--- src/verilog/acs_regs.svh ---
// Constants of the conversion sequencer: command codes, bit counts, timing tables, resets.
`ifndef ACS_REGS_SVH
`define ACS_REGS_SVH

// Single conversion cycles, indexed by rate codes 0000-0100 then 1000-1100.
`define ACS_SINGLE_F0 '{22'd171448, 22'd335288, 22'd662968, 22'd1318328, 22'd2629048, \
    22'd7592, 22'd17848, 22'd28088, 22'd48568, 22'd89528}
`define ACS_SINGLE_F1 '{22'd205738, 22'd402346, 22'd795562, 22'd1581994, 22'd3154858, \
    22'd9110, 22'd21418, 22'd33706, 22'd58282, 22'd107434}
// First continuous conversion cycles.
`define ACS_FIRST_F0 '{22'd89528, 22'd171448, 22'd335288, 22'd662968, 22'd1318328, \
    22'd2472, 22'd12728, 22'd17848, 22'd28088, 22'd48568}
`define ACS_FIRST_F1 '{22'd107434, 22'd205738, 22'd402346, 22'd795562, 22'd1581994, \
    22'd2966, 22'd15274, 22'd21418, 22'd33706, 22'd58282}
// Later continuous conversion cycles.
`define ACS_NEXT_F0 '{22'd40960, 22'd81920, 22'd163840, 22'd327680, 22'd655360, \
    22'd1280, 22'd2560, 22'd5120, 22'd10240, 22'd20480}
`define ACS_NEXT_F1 '{22'd49152, 22'd98304, 22'd196608, 22'd393216, 22'd786432, \
    22'd1536, 22'd3072, 22'd6144, 22'd12288, 22'd24576}

// Calibration is shorter than a single conversion by these cycles.
`define ACS_OFS_LESS_F0  22'd608
`define ACS_OFS_LESS_F1  22'd729
`define ACS_GAIN_LESS_F0 22'd128
`define ACS_GAIN_LESS_F1 22'd153

`define ACS_CMD_SINGLE   8'h01
`define ACS_CMD_CONT     8'h02
`define ACS_CAL_BIT      7
`define ACS_CAL_GAIN_BIT 0
`define ACS_EXIT_BYTE    8'hFF
`define ACS_BYTE_LAST    6'h07
`define ACS_READ_LAST    6'h27
`define ACS_RISE_CYC     5'h10
`define ACS_GAIN_RESET   32'h01000000
`define ACS_OFS_RESET    32'h00000000
`define ACS_GAIN_MASK    32'h3FFFFFFF
`define ACS_OFS_MASK     32'hFFFFFF00
// Offset-to-output gain 1.83007966 in signed Q16.
`define ACS_OFS_SCALE    18'sh1D480

`endif

--- src/verilog/acs_pkg.sv ---
// Types of the conversion sequencer.
package acs_pkg;
    typedef enum logic [5:0] {
        PS_CMD   = 6'h01,
        PS_CAL   = 6'h02,
        PS_WAIT  = 6'h04,
        PS_READY = 6'h08,
        PS_FLAG  = 6'h10,
        PS_SHIFT = 6'h20
    } acs_port_e;
endpackage

--- src/verilog/acs_stream_if.sv ---
// Valid/ready word stream between the result path and the result FIFO.
interface acs_stream_if #(parameter int W = 32);
    logic [W-1:0] in_data;
    logic         in_valid;
    logic         in_ready;
    logic [W-1:0] out_data;
    logic         out_valid;
    logic         out_ready;
    modport fifo (input in_data, in_valid, out_ready, output in_ready, out_data, out_valid);
    modport user (output in_data, in_valid, out_ready, input in_ready, out_data, out_valid);
endinterface

--- src/verilog/acs_sync.sv ---
// Two-stage synchroniser for inputs from outside the clock domain.
module acs_sync #(
    parameter int           W    = 1,
    parameter logic [W-1:0] INIT = '0
) (
    input  logic         clk,
    input  logic         rst,
    input  logic [W-1:0] d,
    output logic [W-1:0] q
);
    logic [W-1:0] meta;

    always_ff @(posedge clk or posedge rst) begin
        if (rst) begin
            meta <= INIT;
            q    <= INIT;
        end else begin
            meta <= d;
            q    <= meta;
        end
    end
endmodule

--- src/verilog/acs_fifo.sv ---
// Result FIFO: circular store with a registered output word.
module acs_fifo #(
    parameter int W     = 32,
    parameter int DEPTH = 16
) (
    input logic        clk,
    input logic        rst,
    acs_stream_if.fifo s
);
    localparam int AW = $clog2(DEPTH);

    logic [W-1:0]  mem [DEPTH];
    logic [AW-1:0] wr_ptr;
    logic [AW-1:0] rd_ptr;
    logic [AW:0]   fill;
    logic          push;
    logic          load;

    assign s.in_ready = (fill != (AW+1)'(DEPTH));
    assign push       = s.in_valid && s.in_ready;
    assign load       = (fill != '0) && (!s.out_valid || s.out_ready);

    always_ff @(posedge clk) begin
        if (push) begin
            mem[wr_ptr] <= s.in_data;
        end
    end

    always_ff @(posedge clk or posedge rst) begin
        if (rst) begin
            wr_ptr <= '0;
            rd_ptr <= '0;
            fill   <= '0;
        end else begin
            if (push) begin
                wr_ptr <= wr_ptr + AW'(1);
            end
            if (load) begin
                rd_ptr <= rd_ptr + AW'(1);
            end
            if (push && !load) begin
                fill <= fill + (AW+1)'(1);
            end else if (!push && load) begin
                fill <= fill - (AW+1)'(1);
            end
        end
    end

    always_ff @(posedge clk or posedge rst) begin
        if (rst) begin
            s.out_valid <= 1'b0;
            s.out_data  <= '0;
        end else if (load) begin
            s.out_valid <= 1'b1;
            s.out_data  <= mem[rd_ptr];
        end else if (s.out_ready) begin
            s.out_valid <= 1'b0;
        end
    end
endmodule

--- src/verilog/acs_sequencer.sv ---
// Conversion sequencer: serial port modes, conversion pacing, calibration and result path.
`include "acs_regs.svh"
module acs_sequencer #(
    parameter logic [21:0] SINGLE_F0 [10] = `ACS_SINGLE_F0,
    parameter logic [21:0] SINGLE_F1 [10] = `ACS_SINGLE_F1,
    parameter logic [21:0] FIRST_F0  [10] = `ACS_FIRST_F0,
    parameter logic [21:0] FIRST_F1  [10] = `ACS_FIRST_F1,
    parameter logic [21:0] NEXT_F0   [10] = `ACS_NEXT_F0,
    parameter logic [21:0] NEXT_F1   [10] = `ACS_NEXT_F1
) (
    input  logic        CLOCK,
    input  logic        SYS_RST,
    input  logic        SCLK,
    input  logic        SERIAL_DATA_IN,
    input  logic        CS_N,
    input  logic [3:0]  WORD_RATE_SELECT,
    input  logic        FILTER_RATE_SELECT,
    input  logic        BIPOLAR,
    input  logic [31:0] RAW_DATA,
    input  logic [31:0] CAL_VALUE,
    output logic        SERIAL_DATA_OUT,
    output logic [7:0]  CMD_BYTE,
    output logic        CMD_STROBE,
    output logic        CONV_ACTIVE,
    output logic        CONV_BIPOLAR,
    output logic [31:0] GAIN_VALUE,
    output logic [31:0] OFFSET_VALUE
);
    logic               sclk_s;
    logic               sdi_s;
    logic               csn_s;
    logic               sclk_d;
    logic               rise;
    logic               fall;
    acs_pkg::acs_port_e pstate;
    logic [5:0]         bit_cnt;
    logic [7:0]         cmd_sr;
    logic [7:0]         flag_sr;
    logic [7:0]         next_cmd;
    logic [7:0]         flag_byte;
    logic               cmd_done;
    logic               cmd_go;
    logic               is_single;
    logic               is_cont;
    logic               is_cal;
    logic               flag_done;
    logic               exit_now;
    logic               read_done;
    logic               cont_mode;
    logic               cal_run;
    logic               cal_gain;
    logic               frs_l;
    logic [3:0]         rate_l;
    logic [3:0]         rate_idx;
    logic               start_pend;
    logic               cal_low;
    logic [21:0]        conv_cnt;
    logic [21:0]        single_cyc;
    logic [21:0]        first_cyc;
    logic [21:0]        next_cyc;
    logic [21:0]        cal_cyc;
    logic               conv_run;
    logic               conv_zero;
    logic               conv_end;
    logic               cal_done;
    logic               eng_abort;
    logic [31:0]        data_reg;
    logic [31:0]        shift_reg;
    logic [4:0]         rise_cnt;
    logic               new_result;
    logic signed [49:0] ofs_prod;
    logic signed [34:0] ofs_sum;
    logic signed [65:0] gain_prod;

    acs_stream_if #(.W(32)) res_if ();

    ////////////////////////////////////////////////////////////////////////////////
    // Pin synchronisation and serial clock edges.
    acs_sync #(.W(3), .INIT(3'h5)) u_sync (
        .clk (CLOCK),
        .rst (SYS_RST),
        .d   ({SCLK, SERIAL_DATA_IN, CS_N}),
        .q   ({sclk_s, sdi_s, csn_s})
    );

    always_ff @(posedge CLOCK or posedge SYS_RST) begin
        if (SYS_RST) begin
            sclk_d <= 1'b1;
        end else begin
            sclk_d <= sclk_s;
        end
    end

    // Edges are seen a few clocks late, which moves the start slightly.
    assign rise      = sclk_s && !sclk_d && !csn_s;
    assign fall      = !sclk_s && sclk_d && !csn_s;
    assign next_cmd  = {cmd_sr[6:0], sdi_s};
    assign flag_byte = {flag_sr[6:0], sdi_s};
    assign cmd_done  = (pstate == acs_pkg::PS_CMD) && rise && (bit_cnt == `ACS_BYTE_LAST);
    assign is_cal    = next_cmd[`ACS_CAL_BIT];
    assign is_single = !is_cal && (next_cmd == `ACS_CMD_SINGLE);
    assign is_cont   = !is_cal && (next_cmd == `ACS_CMD_CONT);
    assign cmd_go    = cmd_done && (is_single || is_cont || is_cal);
    assign flag_done = (pstate == acs_pkg::PS_FLAG) && rise && (bit_cnt == `ACS_BYTE_LAST);
    assign read_done = (pstate == acs_pkg::PS_SHIFT) && rise && (bit_cnt == `ACS_READ_LAST);
    // The flag byte is only decoded in continuous mode; single mode relies on zeros.
    assign exit_now  = flag_done && cont_mode && (flag_byte == `ACS_EXIT_BYTE);
    assign eng_abort = exit_now || ((pstate == acs_pkg::PS_CAL) && rise);

    ////////////////////////////////////////////////////////////////////////////////
    // Cycle counts from the latched rate settings.
    always_comb begin
        rate_idx = {1'b0, WORD_RATE_SELECT[2:0]};
        if (WORD_RATE_SELECT[2:0] > 3'h4) begin
            rate_idx = 4'h4;
        end
        if (WORD_RATE_SELECT[3]) begin
            rate_idx = rate_idx + 4'h5;
        end
    end

    always_comb begin
        single_cyc = frs_l ? SINGLE_F1[rate_l] : SINGLE_F0[rate_l];
        first_cyc  = frs_l ? FIRST_F1[rate_l] : FIRST_F0[rate_l];
        next_cyc   = frs_l ? NEXT_F1[rate_l] : NEXT_F0[rate_l];
        // Calibration paces at the selected word rate.
        if (cal_gain) begin
            cal_cyc = single_cyc - (frs_l ? `ACS_GAIN_LESS_F1 : `ACS_GAIN_LESS_F0);
        end else begin
            cal_cyc = single_cyc - (frs_l ? `ACS_OFS_LESS_F1 : `ACS_OFS_LESS_F0);
        end
    end

    ////////////////////////////////////////////////////////////////////////////////
    // Command capture and settings snapshot.
    always_ff @(posedge CLOCK or posedge SYS_RST) begin
        if (SYS_RST) begin
            cont_mode    <= 1'b0;
            cal_run      <= 1'b0;
            cal_gain     <= 1'b0;
            frs_l        <= 1'b0;
            rate_l       <= 4'h0;
            CONV_BIPOLAR <= 1'b0;
            start_pend   <= 1'b0;
        end else begin
            start_pend <= cmd_go;
            if (cmd_go) begin
                // Rate and polarity are frozen for the whole run.
                cont_mode    <= is_cont;
                cal_run      <= is_cal;
                cal_gain     <= next_cmd[`ACS_CAL_GAIN_BIT];
                frs_l        <= FILTER_RATE_SELECT;
                rate_l       <= rate_idx;
                CONV_BIPOLAR <= BIPOLAR;
            end else begin
                if (exit_now) begin
                    cont_mode <= 1'b0;
                end
                if (cal_done || eng_abort) begin
                    cal_run <= 1'b0;
                end
            end
        end
    end

    always_ff @(posedge CLOCK or posedge SYS_RST) begin
        if (SYS_RST) begin
            CMD_STROBE <= 1'b0;
            CMD_BYTE   <= 8'h00;
        end else begin
            CMD_STROBE <= cmd_done && !cmd_go;
            if (cmd_done && !cmd_go) begin
                CMD_BYTE <= next_cmd;
            end
        end
    end

    ////////////////////////////////////////////////////////////////////////////////
    // Conversion engine.
    assign conv_zero = conv_run && (conv_cnt == 22'h0);
    assign conv_end  = conv_zero && !cal_run && res_if.in_ready;
    assign cal_done  = conv_zero && cal_run && !eng_abort;
    assign CONV_ACTIVE = conv_run;

    always_ff @(posedge CLOCK or posedge SYS_RST) begin
        if (SYS_RST) begin
            conv_run <= 1'b0;
            conv_cnt <= 22'h0;
        end else if (eng_abort) begin
            conv_run <= 1'b0;
        end else if (start_pend) begin
            conv_run <= 1'b1;
            if (cal_run) begin
                conv_cnt <= cal_cyc - 22'h1;
            end else if (cont_mode) begin
                conv_cnt <= first_cyc - 22'h1;
            end else begin
                conv_cnt <= single_cyc - 22'h1;
            end
        end else if (conv_run && (conv_cnt != 22'h0)) begin
            conv_cnt <= conv_cnt - 22'h1;
        end else if (conv_end && cont_mode) begin
            conv_cnt <= next_cyc - 22'h1;
        end else if (conv_end || cal_done) begin
            // Only the final settled word leaves a single run.
            conv_run <= 1'b0;
        end
    end

    ////////////////////////////////////////////////////////////////////////////////
    // Offset and gain correction, result FIFO and data register.
    assign ofs_prod  = $signed(OFFSET_VALUE) * `ACS_OFS_SCALE;
    assign ofs_sum   = $signed({{3{RAW_DATA[31]}}, RAW_DATA}) + $signed(ofs_prod[49:16]);
    assign gain_prod = ofs_sum * $signed({1'b0, GAIN_VALUE[29:0]});

    assign res_if.in_valid  = conv_zero && !cal_run;
    assign res_if.in_data   = {gain_prod[55:32], RAW_DATA[7:0]};
    assign res_if.out_ready = (pstate != acs_pkg::PS_FLAG);
    assign new_result       = res_if.out_valid && res_if.out_ready;

    acs_fifo #(.W(32), .DEPTH(16)) u_fifo (
        .clk (CLOCK),
        .rst (SYS_RST),
        .s   (res_if.fifo)
    );

    always_ff @(posedge CLOCK or posedge SYS_RST) begin
        if (SYS_RST) begin
            data_reg <= 32'h0;
        end else if (new_result) begin
            data_reg <= res_if.out_data;
        end
    end

    always_ff @(posedge CLOCK or posedge SYS_RST) begin
        if (SYS_RST) begin
            GAIN_VALUE   <= `ACS_GAIN_RESET;
            OFFSET_VALUE <= `ACS_OFS_RESET;
        end else if (cal_done && cal_gain) begin
            GAIN_VALUE <= CAL_VALUE & `ACS_GAIN_MASK;
        end else if (cal_done) begin
            OFFSET_VALUE <= CAL_VALUE & `ACS_OFS_MASK;
        end
    end

    ////////////////////////////////////////////////////////////////////////////////
    // Serial port mode machine.
    always_ff @(posedge CLOCK or posedge SYS_RST) begin
        if (SYS_RST) begin
            pstate    <= acs_pkg::PS_CMD;
            bit_cnt   <= 6'h00;
            cmd_sr    <= 8'h00;
            flag_sr   <= 8'h00;
            shift_reg <= 32'h0;
        end else begin
            unique case (pstate)
                acs_pkg::PS_CMD: begin
                    if (csn_s) begin
                        bit_cnt <= 6'h00;
                    end else if (rise) begin
                        cmd_sr  <= next_cmd;
                        bit_cnt <= bit_cnt + 6'h01;
                        if (cmd_done) begin
                            bit_cnt <= 6'h00;
                            if (is_cal) begin
                                pstate <= acs_pkg::PS_CAL;
                            end else if (is_single || is_cont) begin
                                pstate <= acs_pkg::PS_WAIT;
                            end
                        end
                    end
                end
                acs_pkg::PS_CAL: begin
                    if (eng_abort || cal_done) begin
                        pstate <= acs_pkg::PS_CMD;
                    end
                end
                acs_pkg::PS_WAIT: begin
                    if (new_result) begin
                        pstate <= acs_pkg::PS_READY;
                    end
                end
                acs_pkg::PS_READY: begin
                    if (rise) begin
                        flag_sr <= {7'h00, sdi_s};
                        bit_cnt <= 6'h01;
                        pstate  <= acs_pkg::PS_FLAG;
                    end
                end
                acs_pkg::PS_FLAG: begin
                    if (rise) begin
                        flag_sr <= flag_byte;
                        bit_cnt <= bit_cnt + 6'h01;
                    end
                    if (flag_done) begin
                        shift_reg <= data_reg;
                        pstate    <= acs_pkg::PS_SHIFT;
                    end
                end
                acs_pkg::PS_SHIFT: begin
                    if (rise) begin
                        bit_cnt <= bit_cnt + 6'h01;
                    end
                    if (fall) begin
                        shift_reg <= {shift_reg[30:0], 1'b0};
                    end
                    if (read_done) begin
                        bit_cnt <= 6'h00;
                        pstate  <= cont_mode ? acs_pkg::PS_WAIT : acs_pkg::PS_CMD;
                    end
                end
                default: begin
                    pstate <= acs_pkg::PS_CMD;
                end
            endcase
        end
    end

    ////////////////////////////////////////////////////////////////////////////////
    // Data-out line.
    always_ff @(posedge CLOCK or posedge SYS_RST) begin
        if (SYS_RST) begin
            cal_low <= 1'b0;
        end else if (cal_done) begin
            cal_low <= 1'b1;
        end else if ((pstate == acs_pkg::PS_CMD) && rise) begin
            cal_low <= 1'b0;
        end
    end

    always_ff @(posedge CLOCK or posedge SYS_RST) begin
        if (SYS_RST) begin
            rise_cnt <= 5'h00;
        end else if (new_result && (pstate == acs_pkg::PS_READY) && cont_mode) begin
            rise_cnt <= `ACS_RISE_CYC;
        end else if (rise_cnt != 5'h00) begin
            rise_cnt <= rise_cnt - 5'h01;
        end
    end

    always_ff @(posedge CLOCK or posedge SYS_RST) begin
        if (SYS_RST) begin
            SERIAL_DATA_OUT <= 1'b1;
        end else if (pstate == acs_pkg::PS_SHIFT) begin
            if (fall) begin
                SERIAL_DATA_OUT <= shift_reg[31];
            end
        end else if ((pstate == acs_pkg::PS_READY) && (rise_cnt != 5'h00)) begin
            SERIAL_DATA_OUT <= 1'b1;
        end else begin
            SERIAL_DATA_OUT <= !((pstate == acs_pkg::PS_READY) || (pstate == acs_pkg::PS_FLAG) ||
                     ((pstate == acs_pkg::PS_CMD) && cal_low));
        end
    end
endmodule

--- config.mk ---
export PLATFORM = sky130hd
export DESIGN_NAME = acs_sequencer
export DESIGN_NICKNAME = d
export VERILOG_FILES = /design/src/verilog/acs_pkg.sv /design/src/verilog/acs_stream_if.sv /design/src/verilog/acs_sync.sv /design/src/verilog/acs_fifo.sv /design/src/verilog/acs_sequencer.sv
export VERILOG_INCLUDE_DIRS = /design/src /design/src/verilog
export SDC_FILE = /design/constraint.sdc
export NUM_CORES = 2
export LEC_CHECK = 0
export BUFFER_PORTS_ARGS = -buffer_cell sky130_fd_sc_hd__buf_2
export CORE_ASPECT_RATIO = 2
export CORE_UTILIZATION = 40
export CTS_CLUSTER_DIAMETER = 200
export DETAILED_ROUTE_END_ITERATION = 8
export RECOVER_POWER = 25
export SLEW_MARGIN = 20
export SYNTH_ARGS = -nofsm -noshare
export SYNTH_HDL_FRONTEND = slang
export SYNTH_SLANG_ARGS = --single-unit
--- constraint.sdc ---
create_clock -name CLOCK -period 17.09 [get_ports CLOCK]
set_input_delay 2.5635 -clock CLOCK [delete_from_list [all_inputs] [get_ports CLOCK]]
set_output_delay 2.5635 -clock CLOCK [all_outputs]
set_load 0.05 [all_outputs]
Yosys cells after proc, flatten, opt, wreduce, memory -nomap -nowiden
Memories as Yosys holds them, arrays and structs flattened. A register that Yosys moved wholly into a read port is not among the register bits.
Index checks and enable logic that the tools add are counted.
- bits in registers: 214
- memories kept: 7
- memory bits (read-only): 2112
- RAM bits: 512
- output and inout bits: 76
- latch bits: 0
- input bits: 75
- word-level logic and storage cells: 233
- memories (name ; depth ; width ; read ports ; clocked after Yosys merged registers in ; write ports ; line ; RTL):
    u_fifo.mem ; 16 ; 32 ; 1 ; 1 ; 1 ; acs_fifo.sv:12 ; logic [W-1:0] mem [DEPTH];
    (no name shown) ; 16 ; 22 ; 1 ; 0 ; 0 ; acs_sequencer.sv:125 ; next_cyc = frs_l ? NEXT_F1[rate_l] : NEXT_F0[rate_l];
    (no name shown) ; 16 ; 22 ; 1 ; 0 ; 0 ; acs_sequencer.sv:125 ;
    (no name shown) ; 16 ; 22 ; 1 ; 0 ; 0 ; acs_sequencer.sv:124 ; first_cyc = frs_l ? FIRST_F1[rate_l] : FIRST_F0[rate_l];
    (no name shown) ; 16 ; 22 ; 1 ; 0 ; 0 ; acs_sequencer.sv:124 ;
    (no name shown) ; 16 ; 22 ; 1 ; 0 ; 0 ; acs_sequencer.sv:123 ; single_cyc = frs_l ? SINGLE_F1[rate_l] : SINGLE_F0[rate_l];
    +1 memories ; -- ; -- ; -- ; -- ; -- ; -- ;
- div/mod/pow operators: 0
- equality and inequality tests: 27
- shift operators: 0
- bitwise operators: 4
- order comparisons: 2
- multiplexer cells: 72
- multiply operators: 2
- add/sub/neg operators: 15
- reduce and logical (&&, ||, !) cells: 75
- operators with widths (operator ; number):
    two-way mux 22 bit ; 21
    subtractor 22 x 1 -> 22 bit, second input constant ; 5
    two-way mux 6 bit ; 16
    two-way mux 32 bit ; 2
    case mux 32 bit (2 select lines) ; 1
    multiplier 35 x 31 -> 56 bit ; 1
    case mux 6 bit (6 select lines) ; 1
    adder 32 x 34 -> 35 bit ; 1
    multiplier 24 x 11 -> 35 bit, second input constant ; 1
    logical AND 1 bit ; 33
    two-way mux 5 bit ; 5
    case mux 6 bit (4 select lines) ; 1
    logical NOT 22 bit ; 1
    nonzero test 22 bit ; 1
    subtractor 22 x 10 -> 22 bit ; 1
    subtractor 22 x 8 -> 22 bit ; 1
    two-way mux 1 bit ; 18
    inequality test 2 bit, second input constant ; 9
    nonzero test 2 bit ; 8
    AND reduction 3 bit ; 5
    two-way mux 7 bit ; 2
    case mux 7 bit (2 select lines) ; 1
    == test 6 x 3 -> 1 bit, second input constant ; 2
    == test 6 bit, second input constant ; 2
    31 further kinds ; 58

Depth between registers and ports, before layout
- word-level depth: 16
- depth in mapped cells: 58
- gate-level depth less buffers: 56

Hierarchy
From an unflattened synthesis, not the netlist that was laid out.
- cell total of the unflattened synthesis: 6314
- area, all modules: 70607.7 um^2
- by module, submodules not included (module ; cells an instance ; area each (um^2) ; seq. area each (um^2) ; instances):
    acs_sequencer ; 5339 ; 49062.1 ; 4859.7 ; 1
    acs_fifo ; 968 ; 21386.8 ; 16525.8 ; 1
    acs_sync ; 7 ; 158.9 ; 155.1 ; 1

Least setup slack after synthesis
No wires, ideal clock.
- path type: register to register
- start point: register OFFSET_VALUE[10]
- end point: memory u_fifo.mem[0][28] (data pin)
- library setup time: 0.419 ns
- required time: 16.671 ns
- arrival: 13.631 ns
- buffers on the path: 1
- clock period less this slack: 14.050 ns
- cell stages (with the launch flop): 43
- slack: 3.040 ns
- path through: dfrtp_1 -> ha_1 -> inv_1 -> fa_1 -> fa_1 -> fa_1 -> fa_1 -> inv_1 -> ha_1 -> o21a_1 -> a21oi_1 -> or4_1 -> a41o_1 -> a21oi_1 -> a21oi_1 -> o21bai_1 -> xor2_1 -> ha_1 -> (+7 left out) -> nand2_1 -> fa_1 -> fa_1 -> fa_1 -> inv_1 -> fa_1 -> fa_1 -> fa_1 -> fa_1 -> fa_1 -> ha_1 -> and3_1 -> nand4_1 -> a211oi_1 -> o21a_1 -> o21a_1 -> o21ai_2 -> o311ai_0
- longest elaborated chain between the ends: 3
- RTL lines (item ; line ; RTL):
    from (decl) ; acs_sequencer.sv:27 ; output logic [31:0] OFFSET_VALUE
    from (signal assigned) ; acs_sequencer.sv:238 ; OFFSET_VALUE <= `ACS_OFS_RESET;
    from (signal assigned) ; acs_sequencer.sv:242 ; OFFSET_VALUE <= CAL_VALUE & `ACS_OFS_MASK;
    multiplier 24 x 11 -> 35 bit (no line) ; -- ;
    adder 32 x 34 -> 35 bit ; acs_sequencer.sv:213 ; assign ofs_sum = $signed({{3{RAW_DATA[31]}}, RAW_DATA}) + $signed(ofs_prod[49:16]);
    multiplier 35 x 31 -> 56 bit ; acs_sequencer.sv:214 ; assign gain_prod = ofs_sum * $signed({1'b0, GAIN_VALUE[29:0]});
    net gain_prod[52] ; acs_sequencer.sv:73 ; logic signed [65:0] gain_prod;
    to (decl) ; acs_fifo.sv:12 ;
The timed path passes the listed nets, and every way through them passes these cells.

Worst setup path after layout
- start point: register OFFSET_VALUE[18]
- end point: memory u_fifo.mem[13][30] (data pin)
Same word-level chain as after synthesis.

==> results.md <==
- DPL Wire Length: 146400 µm
- First-pass GRT wire length: 306700 µm
- I/O Buffers: 140
- Fillers: 16354
- Most Used Layer, Global Route: met2
- Gr ovfl total: 0
- Main combinational cell family by area after synthesis: adder cells
- Final instance area: 76600 µm²
- I/O pin cnt: 151
- Post-DR wirelength/cell: 22.71 µm
- Vias in the first global route: 52202
- Met1 usage: 23.43%
- Gates resized, CTS repair: 0
- Routed WL: 198300 µm
- CP endpoint kind: register
- Stages on the worst setup path: 44
- Mapped Area: 70710 µm²
- Cell Rows: 217
- Syn avg cell area: 11.12 µm²
- Worst path max stage delay: 0.84 ns
- Via-per-instance ratio: 5.349
- CTS Buffer Depth: 3
- Maxcap violations: 7
- Worst hold path stage count: 0
- Worst slew pin tran: 4.022 ns
- Worst setup path class: reg -> reg
- Initial DRC count: 2766
- Setup ws final: 1.582 ns
- Worst Path Arrival: 15.78 ns
- Final period utilization: 90.74%
- H-Tree Depth: 3
- Biggest register: u_fifo.mem
- Post-synthesis async set-or-reset flop share: 32.45%
- Max Freq: 64.48 MHz
- Crit path buf inv count: 5
- Xor/xnor share of the synthesized area: 1.950%
- Final setup TNS: 0 ns
- Post-synth EDFFs: 512
- Post-synthesis mux area share: 6.810%
- Met3 Use GR: 2.141%
- Chip Height: 596.6 µm
- CP most frequent cell: fa_1
- Count of antenna-violating nets left after detailed routing: 0
- Hold Path Class: reg -> reg
- Gr usage total: 22.91%
- FF+latch count, synth: 758
- R2R depth: 44
- Routed vias: 46711
- CP startpoint kind: register
- Syn-to-layout area delta: 8.327%
- Root Buffer: clkbuf_16
- GP Congestion: 0.9267
- Status: complete, but fails checks
- Hold Vio Cnt, Final: 0
- Layout cell share with drive strength beyond 1: 10.92%
- DR DRC count: 0
- Starting Density: 40.38%
- Slew HR: -169.6%
- Syn Inst Count: 6362
- Final Non-Filler Cells: 8732
- RSZ-0062 raised after global routing: no
- Register area share after synthesis: 30.46%
- Post-DP Area: 74270 µm²
- Violated checks: max-capacitance violations, max-slew violations
- DR pass1 iterations: 7
- Ys Warns: 0
- Crit Path Max Fanout: 19
- Sink Count: 758
- Multi-input gate area: 43660 µm²
- Max Clock Skew: 0.04555 ns
- Post-CTS Setup Bufs: 0
- Post-synthesis compound-gate area fraction: 4.632%
- Critical Path RT: 17.36 ns
- CTS clk-pin slew, worst paths: 0.06 ns
- Finish-stage setup viols: 0
- Routing usage on met2: 43.76%
- Max FFs per register: 512
- CTS Buf Count: 71
- Antenna violations before repair: 5
- Ys flop type: edfxtp_1
- Max Slew Vio Count: 339
- Adder-cell share of the synthesized area: 36.64%
- CTS tree: built
- CP max stage cell: xnor2_1
- Cts-stage hold buffer count: 0
- Largest net degree at the start of global routing: 80
- DIE WIDTH: 299.3 µm
- Die area: 178600 µm²
- Synth cell types: 88
- Top cell family by delay on the critical path: adder cells
- Core ar.: 175100 µm²
- Final worst path period need: 15.51 ns
- Clk_lat worst skew: 0.66 ns
- Pre-CTS WS: 1.552 ns
- FF+latch area: 21560 µm²
- DP Cell Count: 8598
- Nets: 7881
- Synth Area in Simple Gates: 11.13%
==> cell type report <==
| cell class | count | share of cell area [%] |
|---|---|---|
| multi-input cells | 4054 | 56.99 |
| clock buffers | 97 | 2.514 |
| well taps | 2299 | 3.755 |
| repair buffers | 258 | 2.038 |
| diodes | 2 | 0.006533 |
| clock inverters | 33 | 0.5161 |
| flip-flops and latches | 758 | 28.14 |
| inverters | 1231 | 6.034 |
==> cells in the mapped netlist, types with 97 or more instances <==
cell | count | area share (%)
o21ai_0 | 100 | 0.71
xnor2_1 | 108 | 1.3
mux4_2 | 160 | 5.1
mux2_2 | 97 | 1.5
nor2_1 | 145 | 0.77
nand2_1 | 917 | 4.9
edfxtp_1 | 512 | 22
dfrtp_1 | 238 | 8.4
ha_1 | 367 | 6.5
clkbuf_1 | 295 | 1.6
a21oi_1 | 121 | 0.86
fa_1 | 1065 | 30
inv_1 | 1229 | 6.5
and2_1 | 408 | 3.6
==> layer usage <==
metal | part of all wire [%] | wire, µm | vias up
met2 | 56 | 110100 | 1318
met5 | 0 | 0 | -
met4 | 7.5 | 14930 | 0
li1 | - | - | 20074
met3 | 3.8 | 7543 | 584
met1 | 33 | 65690 | 24735
==> cell usage in the layout (no fill, tap or decap), drive strengths merged, types with 8 or more instances in the layout <==
| cell type | instances |
|---|---|
| mux2 | 97 |
| o21bai | 19 |
| nor3 | 40 |
| nor2b | 19 |
| inv | 1231 |
| o21ai | 113 |
| o21a | 16 |
| a221oi | 8 |
| or2 | 8 |
| a22o | 12 |
| nand4 | 15 |
| o211ai | 15 |
| buf | 241 |
| a21oi | 122 |
| mux4 | 160 |
| clkinv | 25 |
| nand3b | 8 |
| dfrtp | 238 |
| edfxtp | 512 |
| xnor2 | 108 |
| clkbuf | 114 |
| xor2 | 46 |
| nor4 | 11 |
| fa | 1065 |
| nor2 | 145 |
| mux2i | 12 |
| o31ai | 8 |
| nand3 | 40 |
| conb | 10 |
| dfstp | 8 |
| and2 | 408 |
| o22ai | 9 |
| a21o | 47 |
| a31oi | 44 |
| nand2b | 17 |
| nand2 | 918 |
| ha | 367 |
| and3 | 16 |
| a21boi | 9 |
| a211oi | 27 |
==> logic make-up after synthesis <==
group                      count (synthesis)
muxes                                    269
other                                      1
DFF                                      758
and+or+nand+nor                         1686
adders and majority gates               1432
buffers and inverters                   1559
AOI/OAI and AO/OA                        502
xor gates and xnor gates                 155
==> stage by stage <==
stage	hold slack (ns)	utilization, %
finish	0.3541	43.74
global route	0.3602	43.74
CTS	0.3603	43.74
detailed placement	0.3497	42.41
global placement	0.3467	42.41
floorplan	0.3312	-
==> worst paths after layout <==
| check | from | to | slack, ns |
|---|---|---|---|
| worst max-delay path | OFFSET_VALUE[18] | u_fifo.mem[13][30] | 1.58 |
| worst min-delay path | u_sync.meta[1] | u_sync.q[1] | 0.35 |
| worst max register to register | OFFSET_VALUE[18] | u_fifo.mem[13][30] | 1.58 |
| worst min register to register | u_sync.meta[1] | u_sync.q[1] | 0.35 |
| max in group asynchronous | SYS_RST | GAIN_VALUE[13] | 9.58 |
| min in group asynchronous | SYS_RST | GAIN_VALUE[4] | 3.09 |
==> worst reg2reg max path: cells and delay by family, from the launching register on <==
kind,cells,cell delay (ns)
compound gates,14,3.49
simple gates,7,1.88
flops,1,0.51
buf+inv,5,0.42
xor+xnor,2,1.01
fa+ha+maj,16,7.86
Power is not shown: default switching activity piles up to over one toggle a cycle in this logic, so the estimate is an artifact.
